File: src/tic_pkg.sv
// Constants, register map and carrier types for the trigger input conditioning block
package tic_pkg;
    localparam int unsigned CLK_HZ = 20000000;
    localparam int unsigned TICK_US = 1;
    localparam int unsigned TICK_CYC = (CLK_HZ / 1000000) * TICK_US;
    localparam logic [4:0] TICK_CNT_RST = 5'h00;

    localparam logic [19:0] FILT_MAX_US = 20'hfffff;
    localparam logic [23:0] HOLD_MAX_US = 24'h989680;
    localparam logic [19:0] FILT_RST = 20'h00000;
    localparam logic [23:0] HOLD_RST = 24'h000000;

    localparam logic [11:0] GAIN_FACT_MIN = 12'h000;
    localparam logic [11:0] GAIN_FACT_MAX = 12'h200;
    localparam logic [11:0] GAIN_ABS_MAX = 12'hfff;
    localparam logic [11:0] GAIN_RST = 12'h000;

    localparam logic [7:0] A_CTRL = 8'h00;
    localparam logic [7:0] A_FILT = 8'h04;
    localparam logic [7:0] A_HOLD = 8'h08;
    localparam logic [7:0] A_GAIN = 8'h0c;
    localparam logic [7:0] A_STAT = 8'h10;
    localparam logic [7:0] A_IRQ_ST = 8'h14;
    localparam logic [7:0] A_IRQ_MSK = 8'h18;
    localparam logic [7:0] A_SWTRIG = 8'h1c;

    localparam int unsigned C_PIN = 0;
    localparam int unsigned C_KIND = 1;
    localparam int unsigned C_LEGACY = 2;
    localparam int unsigned C_ACQ_ON = 3;
    localparam int unsigned C_FRM_ON = 4;
    localparam int unsigned C_ACQ_SRC = 5;
    localparam int unsigned C_FRM_SRC = 6;
    localparam int unsigned C_QUERY = 7;
    localparam int unsigned C_LSEL = 8;
    localparam int unsigned C_LIFT = 9;
    localparam logic [9:0] CTRL_RST = 10'h000;

    localparam int unsigned EV_ACQ = 0;
    localparam int unsigned EV_FRM = 1;
    localparam int unsigned EV_LINE0 = 2;
    localparam int unsigned EV_LINE1 = 3;

    typedef struct packed {
        logic acq_trig;
        logic frm_trig;
    } tic_trig_t;

    typedef struct packed {
        logic [19:0] cnt;
        logic level;
    } tic_filt_t;
endpackage

File: src/tic_top.sv
// Trigger input conditioning: debouncers, trigger hold-off, readiness flag, gain limits
`timescale 1ns/1ns
// What this block does
// - A line level change is valid only after persisting the filter duration.
// - Pulses shorter than the filter duration are dropped entirely.
// - Valid transitions come out delayed by the filter duration.
// - Filter duration is held in microseconds, zero to about one second.
// - Each of two lines has its own duration, picked by the pin choice.
// - A hold-off in microseconds sits between hardware trigger and its effect.
// - Hold-off ranges from zero to ten million microseconds.
// - A zero hold-off passes the hardware trigger through at once.
// - Standard mode delays both triggers; legacy mode only acquisition start.
// - Frame start hold-off bypassed when frame triggering is off or software.
// - Acquisition hold-off bypassed when its triggering is off or software.
// - Standard mode readiness flag shows whether a frame start is accepted.
// - Legacy mode readiness flag shows whether acquisition start is accepted.
// - The acquisition start command itself has no status indication.
// - Only gain may have its factory limits lifted, via choice and lift flag.
// - With limits lifted, gain spans the absolute hardware range.

// Register map, one 32-bit word each, unused bits read zero:
//   0x00 control
//   0x04 input filter duration in us, for the line picked by control bit 8
//   0x08 trigger hold-off in us, for the kind picked by control bit 1
//   0x0c gain, clamped to the factory or the absolute ceiling
//   0x10 status: bit 0 readiness flag, bits 3:2 debounced line levels
//   0x14 event status, write one to clear
//   0x18 event mask, same layout as the status
//   0x1c software trigger: bit 0 acquisition start, bit 1 frame start
// Any other address answers with pslverr; a write there is dropped.
//
// Control word:
//   bit 0 limited setting choice, zero selects gain
//   bit 1 trigger kind choice, zero acquisition start, one frame start
//   bit 2 legacy control mode
//   bit 3 acquisition start triggering on
//   bit 4 frame start triggering on
//   bit 5 acquisition start source is software
//   bit 6 frame start source is software
//   bit 7 readiness query choice, zero awaits the next trigger
//   bit 8 input pin choice for the filter duration
//   bit 9 factory range lift
//
// Event bits: 0 acquisition fired, 1 frame fired, 2 line 0 changed,
// 3 line 1 changed. An event in the same cycle as its clear survives.
//
// Bus timing: a write lands at the setup edge, pready and any read data
// follow one cycle later, so there are no wait states.
//
// Line timing: two synchroniser flip-flops, then the level must differ
// from the output for more than the programmed number of ticks.
// The tick phase runs free, so the extra wait is under one microsecond;
// the filtered level therefore never comes out early.
//
// Hold-off is counted in ticks as well, so an effect lands within one
// microsecond before the programmed hold-off expires. A new hardware
// trigger during a pending hold-off restarts it rather than queueing it;
// there is one counter per trigger kind and no buffer behind it.
//
// With acquisition start triggering off the block fires an acquisition
// start every cycle, standing in for internal generation.
// Frame start triggers are suppressed altogether in legacy mode.
//
// Readiness: the flag reads one while the core is idle and nothing is
// pending on the trigger kind the mode watches, frame start in standard
// mode and acquisition start in legacy mode. A query choice other than
// zero reads zero. The acquisition start command has no status of its own.
//
// Gain: writes whose low twelve bits exceed the ceiling clamp to it. The ceiling is the factory
// maximum unless the lift bit is set while gain is the chosen setting, in
// which case the absolute hardware maximum applies.
//
// Filter durations: twenty bits of microseconds, a little over one second.
// Hold-off: twenty-four bits, clamped at ten seconds on write.
//
// Limitation: the tick assumes a clock of a whole number of megahertz;
// any other clock makes every duration scale with it.
// Out of scope: acquisition mode, exposure and image data stamping.
module tic_top
(
    input wire logic pclk,
    input wire logic presetn,
    input wire logic psel,
    input wire logic penable,
    input wire logic pwrite,
    input wire logic [7:0] paddr,
    input wire logic [31:0] pwdata,
    output logic [31:0] prdata,
    output logic pready,
    output logic pslverr,
    input wire logic [1:0] line_in,
    input wire logic acq_hw_sel,
    input wire logic frm_hw_sel,
    input wire logic core_busy,
    output tic_pkg::tic_trig_t trig_out,
    output logic [1:0] line_valid,
    output logic [11:0] gain_value,
    output logic irq
);
    import tic_pkg::*;

    // Pin synchroniser and microsecond time base
    logic [1:0] sync1_r;
    logic [1:0] sync2_r;
    logic [4:0] tick_cnt_r;
    logic tick_r;

    // Software-visible settings
    logic [9:0] ctrl_r;
    logic [19:0] filt_r [2];
    logic [23:0] hold_acq_r;
    logic [23:0] hold_frm_r;
    logic [11:0] gain_r;

    // Debouncer and hold-off state
    tic_filt_t filt_st_r [2];
    logic [1:0] line_out_r;
    logic [1:0] line_prev_r;
    logic [23:0] cnt_acq_r;
    logic [23:0] cnt_frm_r;
    logic pend_acq_r;
    logic pend_frm_r;

    // Events and bus answer
    logic [3:0] irq_st_r;
    logic [3:0] irq_msk_r;
    tic_trig_t trig_r;
    logic [31:0] prdata_r;
    logic pready_r;
    logic pslverr_r;
    logic irq_r;
    logic [1:0] sw_pulse_r;

    // Clamp a written word to a ceiling; the upper byte counts, so huge values clamp too
    function automatic logic [23:0] clamp24(input logic [31:0] v, input logic [23:0] mx);
        clamp24 = (v > {8'h00, mx}) ? mx : v[23:0];
    endfunction

    // Bus decode
    wire setup = psel && !penable;
    wire wr = setup && pwrite;
    wire rd = setup && !pwrite;
    wire known = (paddr == A_CTRL) || (paddr == A_FILT) || (paddr == A_HOLD)
        || (paddr == A_GAIN) || (paddr == A_STAT) || (paddr == A_IRQ_ST)
        || (paddr == A_IRQ_MSK) || (paddr == A_SWTRIG);

    // Fields of the control word
    wire line_sel = ctrl_r[C_LSEL];
    wire kind_frm = ctrl_r[C_KIND];
    wire legacy = ctrl_r[C_LEGACY];
    wire gain_pick = ctrl_r[C_PIN] == 1'b0;

    // Trigger sources: hardware comes from a debounced line
    wire acq_line = acq_hw_sel ? line_out_r[1] : line_out_r[0];
    wire frm_line = frm_hw_sel ? line_out_r[1] : line_out_r[0];
    wire acq_rise = acq_line && !line_prev_r[acq_hw_sel];
    wire frm_rise = frm_line && !line_prev_r[frm_hw_sel];

    // Hardware triggering needs the mode on and the hardware source
    wire acq_hw = ctrl_r[C_ACQ_ON] && !ctrl_r[C_ACQ_SRC];
    wire frm_hw = ctrl_r[C_FRM_ON] && !ctrl_r[C_FRM_SRC];
    wire acq_ev = acq_hw && acq_rise;
    wire frm_ev = frm_hw && frm_rise;

    // Where a hold-off applies; elsewhere the trigger passes at once
    wire frm_delay_ok = !legacy && frm_hw;
    wire acq_delay_ok = acq_hw;
    wire acq_now = (acq_ev && (!acq_delay_ok || hold_acq_r == HOLD_RST))
        || sw_pulse_r[0] || !ctrl_r[C_ACQ_ON];
    wire frm_now = (frm_ev && (!frm_delay_ok || hold_frm_r == HOLD_RST))
        || sw_pulse_r[1];

    // A pending hold-off ends on the tick that would bring it to zero
    wire acq_due = pend_acq_r && tick_r && cnt_acq_r == 24'h000001;
    wire frm_due = pend_frm_r && tick_r && cnt_frm_r == 24'h000001;
    // Either path fires; frame effects are dropped in legacy mode
    wire acq_fire = acq_now || acq_due;
    wire frm_fire = (frm_now || frm_due) && !legacy;

    // Readiness: nothing pending on the kind that the mode watches
    wire ready = ctrl_r[C_QUERY] ? 1'b0
        : (legacy ? (!core_busy && !pend_acq_r) : (!core_busy && !pend_frm_r));

    // Only gain has a lift, so other choices keep the factory cap
    wire [11:0] gain_hi = (ctrl_r[C_LIFT] && gain_pick) ? GAIN_ABS_MAX : GAIN_FACT_MAX;
    wire [11:0] gain_lo = GAIN_FACT_MIN;
    wire [11:0] gain_in = (pwdata[11:0] > gain_hi) ? gain_hi : pwdata[11:0];

    // Line events fire on each filtered change, either direction
    wire [3:0] irq_ev = {line_out_r[1] ^ line_prev_r[1], line_out_r[0] ^ line_prev_r[0],
        frm_fire, acq_fire};

    // Read data; the filter and hold-off reads follow the current choices
    wire [31:0] rd_mux = (paddr == A_CTRL) ? {22'h000000, ctrl_r}
        : (paddr == A_FILT) ? {12'h000, filt_r[line_sel]}
        : (paddr == A_HOLD) ? {8'h00, kind_frm ? hold_frm_r : hold_acq_r}
        : (paddr == A_GAIN) ? {20'h00000, gain_r}
        : (paddr == A_STAT) ? {28'h0000000, line_out_r, 1'b0, ready}
        : (paddr == A_IRQ_ST) ? {28'h0000000, irq_st_r}
        : (paddr == A_IRQ_MSK) ? {28'h0000000, irq_msk_r}
        : 32'h00000000;

    always_ff @(posedge pclk or negedge presetn)
    begin
        if (!presetn)
        begin
            sync1_r <= 2'h0;
            sync2_r <= 2'h0;
        end
        else
        begin
            sync1_r <= line_in;
            sync2_r <= sync1_r;
        end
    end

    // Microsecond tick
    always_ff @(posedge pclk or negedge presetn)
    begin
        if (!presetn)
        begin
            tick_cnt_r <= TICK_CNT_RST;
            tick_r <= 1'b0;
        end
        else
        begin
            // One tick every TICK_CYC clocks, one microsecond at the rated clock
            tick_r <= (tick_cnt_r == 5'(TICK_CYC - 1));
            tick_cnt_r <= (tick_cnt_r == 5'(TICK_CYC - 1)) ? TICK_CNT_RST : tick_cnt_r + 5'h01;
        end
    end

    // Debouncers; the counter restarts on every bounce so a short pulse never escapes.
    // A change passes one tick after the count reaches the duration, so the level
    // has stood at least that long; a zero duration passes at once.
    for (genvar i = 0; i < 2; i++)
    begin : g_line
        always_ff @(posedge pclk or negedge presetn)
        begin
            if (!presetn)
            begin
                filt_st_r[i] <= '0;
                line_out_r[i] <= 1'b0;
            end
            else if (sync2_r[i] == line_out_r[i])
            begin
                filt_st_r[i].cnt <= FILT_RST;
            end
            else if (filt_r[i] == FILT_RST || (tick_r && filt_st_r[i].cnt >= filt_r[i]))
            begin
                line_out_r[i] <= sync2_r[i];
                filt_st_r[i].cnt <= FILT_RST;
            end
            else if (tick_r)
            begin
                filt_st_r[i].cnt <= filt_st_r[i].cnt + 20'h00001;
            end
        end
    end

    always_ff @(posedge pclk or negedge presetn)
    begin
        if (!presetn)
        begin
            ctrl_r <= CTRL_RST;
            filt_r[0] <= FILT_RST;
            filt_r[1] <= FILT_RST;
            hold_acq_r <= HOLD_RST;
            hold_frm_r <= HOLD_RST;
            gain_r <= GAIN_RST;
            irq_msk_r <= 4'h0;
            sw_pulse_r <= 2'h0;
        end
        else
        begin
            // A software trigger is a one-cycle pulse, nothing is latched
            sw_pulse_r <= (wr && paddr == A_SWTRIG) ? pwdata[1:0] : 2'h0;
            if (wr && paddr == A_CTRL)
                ctrl_r <= pwdata[9:0];
            if (wr && paddr == A_FILT)
                filt_r[line_sel] <= pwdata[19:0];
            if (wr && paddr == A_HOLD && !kind_frm)
                hold_acq_r <= clamp24(pwdata, HOLD_MAX_US);
            if (wr && paddr == A_HOLD && kind_frm && !legacy)
                hold_frm_r <= clamp24(pwdata, HOLD_MAX_US);
            if (wr && paddr == A_GAIN)
                gain_r <= (gain_in < gain_lo) ? gain_lo : gain_in;
            if (wr && paddr == A_IRQ_MSK)
                irq_msk_r <= pwdata[3:0];
        end
    end

    // Hold-off counters; a new trigger while one is pending restarts it
    always_ff @(posedge pclk or negedge presetn)
    begin
        if (!presetn)
        begin
            line_prev_r <= 2'h0;
            pend_acq_r <= 1'b0;
            pend_frm_r <= 1'b0;
            cnt_acq_r <= HOLD_RST;
            cnt_frm_r <= HOLD_RST;
            trig_r <= '0;
        end
        else
        begin
            line_prev_r <= line_out_r;
            // Effects leave as one-cycle pulses from flip-flops
            trig_r.acq_trig <= acq_fire;
            trig_r.frm_trig <= frm_fire;
            // Acquisition start
            if (acq_ev && acq_delay_ok && hold_acq_r != HOLD_RST)
            begin
                pend_acq_r <= 1'b1;
                cnt_acq_r <= hold_acq_r;
            end
            else if (acq_due)
                pend_acq_r <= 1'b0;
            else if (pend_acq_r && tick_r)
                cnt_acq_r <= cnt_acq_r - 24'h000001;
            // Frame start; legacy mode drops anything pending
            if (frm_ev && frm_delay_ok && hold_frm_r != HOLD_RST)
            begin
                pend_frm_r <= 1'b1;
                cnt_frm_r <= hold_frm_r;
            end
            else if (frm_due || legacy)
                pend_frm_r <= 1'b0;
            else if (pend_frm_r && tick_r)
                cnt_frm_r <= cnt_frm_r - 24'h000001;
        end
    end

    // Sticky interrupt status; a new event wins over a write-one clear
    always_ff @(posedge pclk or negedge presetn)
    begin
        if (!presetn)
        begin
            irq_st_r <= 4'h0;
            irq_r <= 1'b0;
            prdata_r <= 32'h00000000;
            pready_r <= 1'b0;
            pslverr_r <= 1'b0;
        end
        else
        begin
            irq_st_r <= (irq_st_r & ~((wr && paddr == A_IRQ_ST) ? pwdata[3:0] : 4'h0)) | irq_ev;
            irq_r <= |(irq_st_r & irq_msk_r);
            // Answer every setup one cycle later, no wait states
            pready_r <= setup;
            pslverr_r <= setup && !known;
            if (rd)
                prdata_r <= rd_mux;
        end
    end

    // Every output is a flip-flop
    assign prdata = prdata_r;
    assign pready = pready_r;
    assign pslverr = pslverr_r;
    assign trig_out = trig_r;
    assign line_valid = line_out_r;
    assign gain_value = gain_r;
    assign irq = irq_r;
endmodule

File: config.mk
export PLATFORM = sky130hd
export DESIGN_NAME = tic_top
export DESIGN_NICKNAME = d
export VERILOG_FILES = /design/src/tic_pkg.sv /design/src/tic_top.sv
export SDC_FILE = /design/constraint.sdc
export NUM_CORES = 1
export LEC_CHECK = 0
export BUFFER_PORTS_ARGS = -buffer_cell sky130_fd_sc_hd__buf_4
export CORE_ASPECT_RATIO = 0.6
export CORE_MARGIN = 2
export CORE_UTILIZATION = 61
export DETAILED_ROUTE_END_ITERATION = 8
export PLACE_DENSITY = 0.78
export SYNTH_ARGS = -nofsm -noshare
export SYNTH_HDL_FRONTEND = slang
export SYNTH_SLANG_ARGS = --single-unit
File: constraint.sdc
create_clock -name pclk -period 2.9 [get_ports pclk]
set_clock_uncertainty 0.1 [all_clocks]
set_input_delay 0 -clock pclk [delete_from_list [all_inputs] [get_ports pclk]]
set_output_delay 0 -clock pclk [all_outputs]
set_load 0.03 [all_outputs]
Yosys cells after proc, flatten, opt, wreduce, memory -nomap -nowiden
Index checks and enable logic that the tools add are counted.
- equal/unequal tests: 14
- muxes and demuxes: 45
- reductions and logical operators: 88
- magnitude comparators: 9
- bitwise gates (word level): 10
- $add $sub $neg: 5
- operators with widths (operator ; count):
    2-to-1 mux 24 bit ; 11
    2-to-1 mux 20 bit ; 10
    == test 24 x 1 -> 1 bit (second input constant) ; 2
    zero test 24 bit ; 2
    2-to-1 mux 12 bit ; 4
    nonzero test 24 bit ; 2
    subtractor 24 x 1 -> 24 bit (second input constant) ; 2
    adder 20 x 1 -> 20 bit (second input constant) ; 2
    bitwise mux 40 bit ; 1
    >= comparator 20 bit ; 2
    zero test 20 bit ; 2
    logical AND 1 bit ; 38
    == test 8 x 5 -> 1 bit (second input constant) ; 4
    greater-than comparator 32 x 24 -> 1 bit (second input constant) ; 1
    demux 20 bit (select 1 bit) ; 1
    logical OR 1 bit ; 17
    == test 8 x 4 -> 1 bit (second input constant) ; 2
    2-to-1 mux 4 bit ; 4
    zero test 1 bit ; 15
    greater-than comparator 12 bit ; 1
    < comparator 12 x 1 -> 1 bit (second input constant) ; 1
    2-to-1 mux 1 bit ; 12
    AND 4 bit ; 2
    == test 8 x 3 -> 1 bit (second input constant) ; 1
    other kinds (20) ; 32
- input port bits: 50
- flip-flop bits (word level): 261
- output and inout port bits: 51

Depth between registers and ports, before layout
Gate-level depths: netlist of the first run.
- depth in word-level cells: 10
- mapped depth: 10
- gate-level depth less buffers: 9

Worst setup path after synthesis of the first run
No wires, ideal clock.
- path type: register to register
- from: register filt_st_r[1] in the netlist's numbering
- to: register filt_st_r[18] in the netlist's numbering
- data arrival time: 2.513 ns
- path slack: 0.218 ns
- setup time: 0.069 ns
- clock period less this slack: 2.682 ns
- stages on the path, launching flop included: 9
- path buffers: 0
- cells stage by stage: dfrtp_1 inv_1 ha_1 nand2b_1 a2111oi_0 and4b_4 or4_4 or4_1 nand3_1
- word-level cells in the longest chain between the ends: 5
- elaborated cells between the ends (all ways): 8
- classes of those cells: add/sub: 1; order compare: 1; mux: 3; reduce/logical: 3
- RTL lines (element ; RTL line ; RTL):
    from (decl) ; tic_top.sv:116 ; tic_filt_t filt_st_r [2];
    >= comparator 20 bit ; tic_top.sv:249 ; else if (filt_r[i] == FILT_RST || (tick_r && filt_st_r[i].cnt >= filt_r[i]))
    logical AND 1 bit ; tic_top.sv:249 ;
    logical OR 1 bit ; tic_top.sv:249 ;
    2-to-1 mux 20 bit ; tic_top.sv:249 ;
    2-to-1 mux 20 bit ; tic_top.sv:245 ; else if (sync2_r[i] == line_out_r[i])
Several ways; a longest one is shown, not always the timed one. The select of a mux whose other input is x is not followed.
A chain may end at the register's enable or synchronous reset.

Worst setup path after layout of the first run
- from: register cnt_acq_r[10]
- to: register cnt_acq_r[10]
- word-level cells in the longest chain between the ends: 4
- elaborated cells between the ends (all ways): 8
- classes of those cells: add/sub: 1; eq/ne: 2; mux: 3; reduce/logical: 2
- RTL lines (element ; RTL line ; RTL):
    from (decl) ; tic_top.sv:119 ; logic [23:0] cnt_acq_r;
    from (signal assigned) ; tic_top.sv:315 ; cnt_acq_r <= hold_acq_r;
    from (signal assigned) ; tic_top.sv:320 ; cnt_acq_r <= cnt_acq_r - 24'h000001;
    subtractor 24 x 1 -> 24 bit or == test 24 x 1 -> 1 bit (tied branches) ; tic_top.sv:320, tic_top.sv:174 ;
    2-to-1 mux 24 bit or logical AND 1 bit (tied branches) ; tic_top.sv:319, tic_top.sv:174 ;
    2-to-1 mux 24 bit or inequality test 2 x 1 -> 1 bit (tied branches) ; -- ;
    2-to-1 mux 24 bit or AND reduction 2 bit (tied branches) ; -- ;
Several ways; a longest one is shown, not always the timed one. The select of a mux whose other input is x is not followed.

==> impl_metrics.csv, run 1 <==
group,metric,value,unit
logic_synthesis,synth_area_leaders,"dfrtp_1, ha_1, nand2_1",
worst_setup_path,critPathTopFamily,"simple AND/OR/NAND/NOR gates",
logic_synthesis,ys_seq_area_frac,0.4549,
die,fp.dieH,121,um
worst_setup_path,crit_path_start_kind,"flip-flop",
sta,min_period,2847,ps
final_layout,register_area,6332,sq um
die,dieArea,24080,sq um
logic_synthesis,synthSimpleGateAreaFrac,0.2027,
routing,wirelength,43.82,mm
clock_network,h-tree-depth,1,
clock_network,worstSkewPairLatency,550,ps
worst_setup_path,cp-endpoint,"cnt_acq_r[10]",
power_and_ir_drop,p_sw_frac,0.2490,
routing,dr_total_vias,12850,
clock_network,cts_tree,"yes",
clock_network,ctsRootBufferMaster,"clkbuf_16",
worst_setup_path,rrSetupSlack,50,ps
worst_setup_path,r2r-end,"cnt_acq_r[10]",
worst_setup_path,critical_path.cell_chain,"or3_1, or3_1, o311a_1, nand4_1, xor2_1, a21oi_1",
logic_synthesis,synth_xor_area_frac,0.02643,
logic_synthesis,synthMuxAreaShare,0.06149,
power_and_ir_drop,seqPwrFrac,0.494,
worst_setup_path,worstPathRequired,3220,ps
worst_setup_path,crit_path_start,"cnt_acq_r[10]",
final_layout,fin_nets,1782,
routing,drt.antenna.violating_nets,0,
power_and_ir_drop,comb_power_share,0.082,
sta,maxSlewHeadroom,0.4109,
power_and_ir_drop,total_power,7.382,mW
power_and_ir_drop,p_per_area,442.7,nW/um^2
worst_setup_path,crit_buf_inv,0,
worst_setup_path,slowest_delay,610,ps
die,die_w,199,um
clock_network,clkTransAtPathRegs,60,ps
grt,overflow,0,
worst_setup_path,reg2reg_depth,6,
worst_setup_path,cp-end-kind,"flip-flop",
sta,hold_viol_final,0,
die,coreArea,22230,sq um
logic_synthesis,yosys.area.top_type_share,0.4549,
placement,placed_area,15300,sq um
final_layout,syn_to_final_growth,19.81,%
sta,worst_pin_slew,883.7,ps
die,fp-row-count,42,
power_and_ir_drop,p_sw,1.838,mW
worst_setup_path,crit_top_cell,"or3_1",
worst_setup_path,crit_fanout,8,
worst_setup_path,crit_cells,6,
logic_synthesis,synth_compound_area_frac,0.1557,
logic_synthesis,synth_cell_types,77,
logic_synthesis,synth-seq-cells,253,
worst_setup_path,reg2reg_from,"cnt_acq_r[10]",
logic_synthesis,avgSynthCellArea,9.247,sq um
worst_setup_path,crit_type,"flip-flop to flip-flop",
clock_network,cts_buffer_depth,3,
final_layout,fin_area,16670,sq um
power_and_ir_drop,pwr-share-clk,0.424,
die,start_util,0.6261,
final_layout,diodes,0,
grt,grt_usage,0.3716,
grt,grt_first_pass_wirelength,68.01,mm
final_layout,fillers,1566,
routing,wl_per_cell,21.94,um
die,num_io_pins,101,
logic_synthesis,async_flop_share,1.000,
final_layout,multiInputGateArea,7032,sq um
sta,setup_violations,0,
power_and_ir_drop,p_leak,7.099,nW
logic_synthesis,synth_top_area_cell,"dfrtp_1",
logic_synthesis,yosys.area_share.adder,0.05214,
routing,drt_pass1_iterations,7,
power_and_ir_drop,power.internal,5.544,mW
placement,gp_congestion,0.9730,
final_layout,final_util,0.7501,
sta,timing.setup.tns,0,ps
sta,rsz0062_at_grt,"false",
routing,drt_iter0_drc,1570,
sta,finalMaxSlewViolations,0,
worst_hold_path,min_path_type,"primary input to flip-flop",
run_status,status,"finished clean",
grt,grt_antenna_before_repair,0,
placement,port_buffers,92,
worst_setup_path,crit_arrival,3160,ps
routing,vias_per_cell,6.436,
grt,grt_pass1_vias,11970,
sta,period_share,0.9816,
logic_synthesis,synth_ff_type,"dfrtp_1",
logic_synthesis,synthCells,1505,
clock_network,cts.sinks,253,
final_layout,drive_above_1_share,0.1593,
run,max-cap-violations,0,
logic_synthesis,synth_edf_count,0,
placement,hpwl,30.88,mm
worst_setup_path,crit_slowest_cell,"or3_1",
logic_synthesis,syn-cell-area,13920,sq um
clock_network,cts-buffers-inserted,24,
sta,max_freq,0.3513,GHz
routing,drc,0,
logic_synthesis,yosysWarnings,0,
sta,holdWs,13.84,ps
grt,grt_max_degree,73,
power_and_ir_drop,vdd_drop_max,0.4322,mV
logic_synthesis,synth_top_family_by_area,"simple AND/OR/NAND/NOR gates",
==> flip-flops by register name, indices dropped and copies added, names as in the netlist, 5 cells and up <==
name        flops
gain_value     12
filt_st_r      40
prdata         24
cnt_frm_r      24
filt_r         40
hold_acq_r     24
cnt_acq_r      24
tick_cnt_r      5
hold_frm_r     24
ctrl_r         10
==> cell usage after synthesis (18+ instances only) <==
library cell,instances
nor3_1,26
ha_1,58
xor2_1,18
nand2_1,191
nand4_1,27
or3_1,29
nand3_1,46
dfrtp_1,253
nor4_1,50
mux2i_1,45
xnor2_1,24
inv_1,77
o21ai_0,104
o22ai_1,19
clkbuf_1,58
nor2_1,115
mux2_2,36
a21oi_1,84
==> power by group through the flow <==
stage / sequential, mW / clock [mW] / combinational (mW)
2_1_floorplan: 3.76 / 0 / 0.177
3_3_place_gp: 3.71 / 0 / 0.524
3_5_place_dp: 3.71 / 0 / 0.537
4_1_cts: 3.64 / 3.14 / 0.593
5_1_grt: 3.65 / 3.30 / 0.646
6_report: 3.65 / 3.13 / 0.603
==> logic make-up after synthesis <==
logic type,count (synthesis)
flip-flops,253
XOR/XNOR,42
adder cells (fa/ha/maj),58
buffers and inverters,160
other,1
multiplexers,81
AND/OR/NAND/NOR,569
AO/OA/AOI/OAI,341
==> worst register-to-register path, stage by stage, from the launching register on <==
cell     delay [ps]
dfrtp_1         410
or3_1           440
or3_1           610
o311a_1         620
nand4_1         220
xor2_1          220
a21oi_1         110
==> area by class of cell <==
class | count | share of cell area
clock buffers | 38 | 0.04405
repair buffers | 216 | 0.1126
inverters | 79 | 0.01778
flip-flops and latches | 253 | 0.3798
clock inverters | 3 | 0.001051
well taps | 308 | 0.02311
multi-input cells | 1100 | 0.4217
==> through the flow <==
stage               worst slack, ps  cells
floorplan                     217.7   1512
global placement             -25.70   1900
detailed placement           -89.93   1900
CTS                           12.84   1993
global route                  2.034   1997
finish                        53.28   1997
==> routing by layer <==
layer	vias to the layer above	wire length (um)	track usage
met4	0	1286	0.09748
met1	6158	19500	0.5725
li1	5775	-	-
met5	-	0	0
met2	811	17730	0.5151
met3	108	5302	0.09867
==> what timing repair did <==
action,4_1_cts,5_1_grt
hold buffers,52,0
pin swaps,0,2
endpoints found under the setup margin,4,26
cloned,0,1
buffers inserted,0,3
resized for setup,2,6
endpoints found under the hold margin,390,0
==> layout by cell type, fill, tap and decap left out, drive strengths merged, types with 16 or more instances in the layout <==
master	instances
nand4	27
nor2	115
nand3	46
buf	165
nand2	191
o22ai	19
dlygate4sd3	51
xor2	18
clkbuf	38
ha	58
or3	31
inv	78
nor4	53
o21ai	106
o21a	16
xnor2	24
a21oi	84
dfrtp	253
mux2	36
mux2i	45
nor3	28
==> how the worst min path moves through the flow <==
stage / start / to / slack (ps) / depth (start not counted)
after CTS: line_in[1] / sync1_r[1] / 2 / 2
final: line_in[0] / sync1_r[0] / 10 / 2
after global routing: line_in[0] / sync1_r[0] / 20 / 2
after global placement: presetn / cnt_frm_r[20] / -70 / 1
after floorplan: presetn / cnt_acq_r[0] / -400 / 0
after detailed placement: presetn / cnt_frm_r[19] / -70 / 1
Note: power is estimated with default switching activity, not from simulation.
==> inputs of run 2 (changes only) <==
--- a/config.mk
+++ b/config.mk
@@ -6,7 +6,7 @@
 export NUM_CORES = 1
 export LEC_CHECK = 0
 export BUFFER_PORTS_ARGS = -buffer_cell sky130_fd_sc_hd__buf_4
-export CORE_ASPECT_RATIO = 0.6
+export CORE_ASPECT_RATIO = 0.7
 export CORE_MARGIN = 2
 export CORE_UTILIZATION = 61
 export DETAILED_ROUTE_END_ITERATION = 8
==> run 2 against run 1 <==
Power grew 6.0%. Global-route usage is 1.6 points lower. Highest routed layer is now met5. Critical path type unchanged. Final cell count about the same.
==> impl_metrics.csv, run 2 (synthesis gave the netlist of run 1 again) <==
group,metric,value,unit
placement,port_buffers,92,
grt,overflow,0,
worst_setup_path,critical_path.cell_chain,"ha_1, nand2b_1, a2111oi_2, and4b_4, or4_4, or4_1, nand3_1",
final_layout,final_cell_mix,"dfrtp_1, nand2_1, buf_4",
routing,drt.antenna.violating_nets,0,
power_and_ir_drop,p_leak,7.138,nW
sta,max_freq,0.3554,GHz
sta,setup_violations,0,
grt,grt_antenna_before_repair,0,
clock_network,cts-buffers-inserted,25,
worst_setup_path,worstPathRequired,3260,ps
worst_setup_path,crit_fanout,11,
worst_setup_path,cp-end-kind,"flip-flop",
die,die_w,184.5,um
final_layout,final_common_cell,"dfrtp_1",
final_layout,fin_nets,1774,
routing,drt_pass1_iterations,6,
run,max-cap-violations,0,
placement,hpwl,29.86,mm
sta,maxSlewHeadroom,0.3396,
routing,drt_iter0_drc,1275,
clock_network,worstSkewPairLatency,540,ps
placement,pre_cts_ws,42.75,ps
sta,hold_viol_final,0,
clock_network,h-tree-depth,1,
sta,min_period,2814,ps
clock_network,cts_tree,"yes",
worst_setup_path,crit_path_start_kind,"flip-flop",
grt,grt_first_pass_wirelength,65.90,mm
worst_setup_path,crit_slowest_cell,"or4_4",
power_and_ir_drop,vdd_drop_max,0.5257,mV
sta,worst_pin_slew,988.2,ps
sta,finalMaxSlewViolations,0,
die,coreArea,22500,sq um
final_layout,fillers,1587,
worst_hold_path,min_path_type,"primary input to async pin",
routing,wl_per_cell,21.08,um
run_status,status,"finished clean",
placement,dp.cells,1901,
worst_setup_path,crit_arrival,3170,ps
sta,postLayoutSetupSlackWorst,86.14,ps
final_layout,instances_no_fill,1996,
sta,timing.setup.tns,0,ps
clock_network,cts.sinks,253,
grt,grt_pass1_vias,12030,
routing,drc,0,
sta,period_share,0.9703,
final_layout,drive_above_1_share,0.1580,
grt,grt_usage,0.3556,
clock_network,ctsRootBufferMaster,"clkbuf_16",
die,start_util,0.6184,
die,fp.dieH,130.4,um
final_layout,top_regs,"filt_r: 40 flops, filt_st_r: 40 flops",
sta,holdWs,15.10,ps
worst_setup_path,crit_type,"flip-flop to flip-flop",
clock_network,cts_buffer_depth,3,
routing,wirelength,42.08,mm
power_and_ir_drop,p_per_area,469.1,nW/um^2
final_layout,final_util,0.7414,
final_layout,diodes,0,
grt,grt_max_degree,65,
placement,gp_congestion,0.9669,
die,dieArea,24060,sq um
die,fp-row-count,46,
routing,dr_total_vias,12690,
clock_network,clkTransAtPathRegs,70,ps
worst_setup_path,slowest_delay,600,ps
final_layout,syn_to_final_growth,19.88,%
routing,vias_per_cell,6.357,
die,num_io_pins,101,
-- run 2: changes by cell type in the layout (fill, tap and decap cells not counted), moves of 3 or more --
cell | previous run | this run
bufinv_16 | 0 | 5
clkbuf_1 | 7 | 2
clkinv_2 | 2 | 6
buf_4 | 155 | 152
dlygate4sd3_1 | 51 | 48
-- run 2: layout make-up --
| class | instances | area, sq um | area share |
|---|---|---|---|
| clock buffers | 32 | 701.9 | 0.04207 |
| clock inverters | 13 | 196.4 | 0.01177 |
| inverters | 79 | 296.5 | 0.01777 |
| multi-input cells | 1099 | 6983 | 0.4186 |
| flip-flops and latches | 253 | 6331 | 0.3795 |
| well taps | 312 | 390.4 | 0.02340 |
| repair buffers | 208 | 1784 | 0.1069 |
-- run 2: path summary, 6_finish.rpt --
check	start	to	slack, ps	cells past startpoint
min in group pclk	line_in[0]	sync1_r[0]	20	2
min reg2reg	sync1_r[0]	sync2_r[0]	250	0
max reg2reg	filt_r[0]	filt_st_r[18]	90	7
min	presetn	cnt_acq_r[13]	20	3
max in group asynchronous	presetn	prdata[15]	2310	3
max	filt_r[0]	filt_st_r[18]	90	7
-- run 2: metrics by stage --
| step | cell area, sq um | power (mW) |
|---|---|---|
| after floorplan | 13940 | 3.939 |
| after global placement | 15260 | 4.229 |
| after detailed placement | 15260 | 4.242 |
| after CTS | 16670 | 7.845 |
| after global routing | 16680 | 8.039 |
| final | 16680 | 7.826 |
-- run 2: report_power, final --
part | internal [mW] | leakage [nW] | switching (mW) | total [mW]
logic | 0.228 | 3.58 | 0.371 | 0.599
clock network | 2.15 | 0.445 | 1.43 | 3.58
registers | 3.59 | 3.11 | 0.0581 | 3.64
-- run 2: critical path, delay by kind of cell (launching register included) --
kind | cells | cell delay, ps
and+or+nand+nor | 5 | 1620
DFF | 1 | 390
AOI/OAI and AO/OA | 1 | 330
adders and majority gates | 1 | 290
-- run 2: repair_timing --
action | 4_1_cts | 5_1_grt
resized for setup | 0 | 2
endpoints found under the setup margin | 0 | 6
hold buffers | 49 | 0
hold endpoints to repair | 391 | 0
setup buffers | 0 | 1
-- run 2: routing by layer --
metal / track usage / part of all wire / vias to the layer above
li1: - / - / 5752
met1: 0.5140 / 0.43 / 6136
met2: 0.5226 / 0.42 / 684
met3: 0.09728 / 0.11 / 114
met4: 0.1134 / 0.035 / 2
met5: 0.02600 / 0.0020 / -
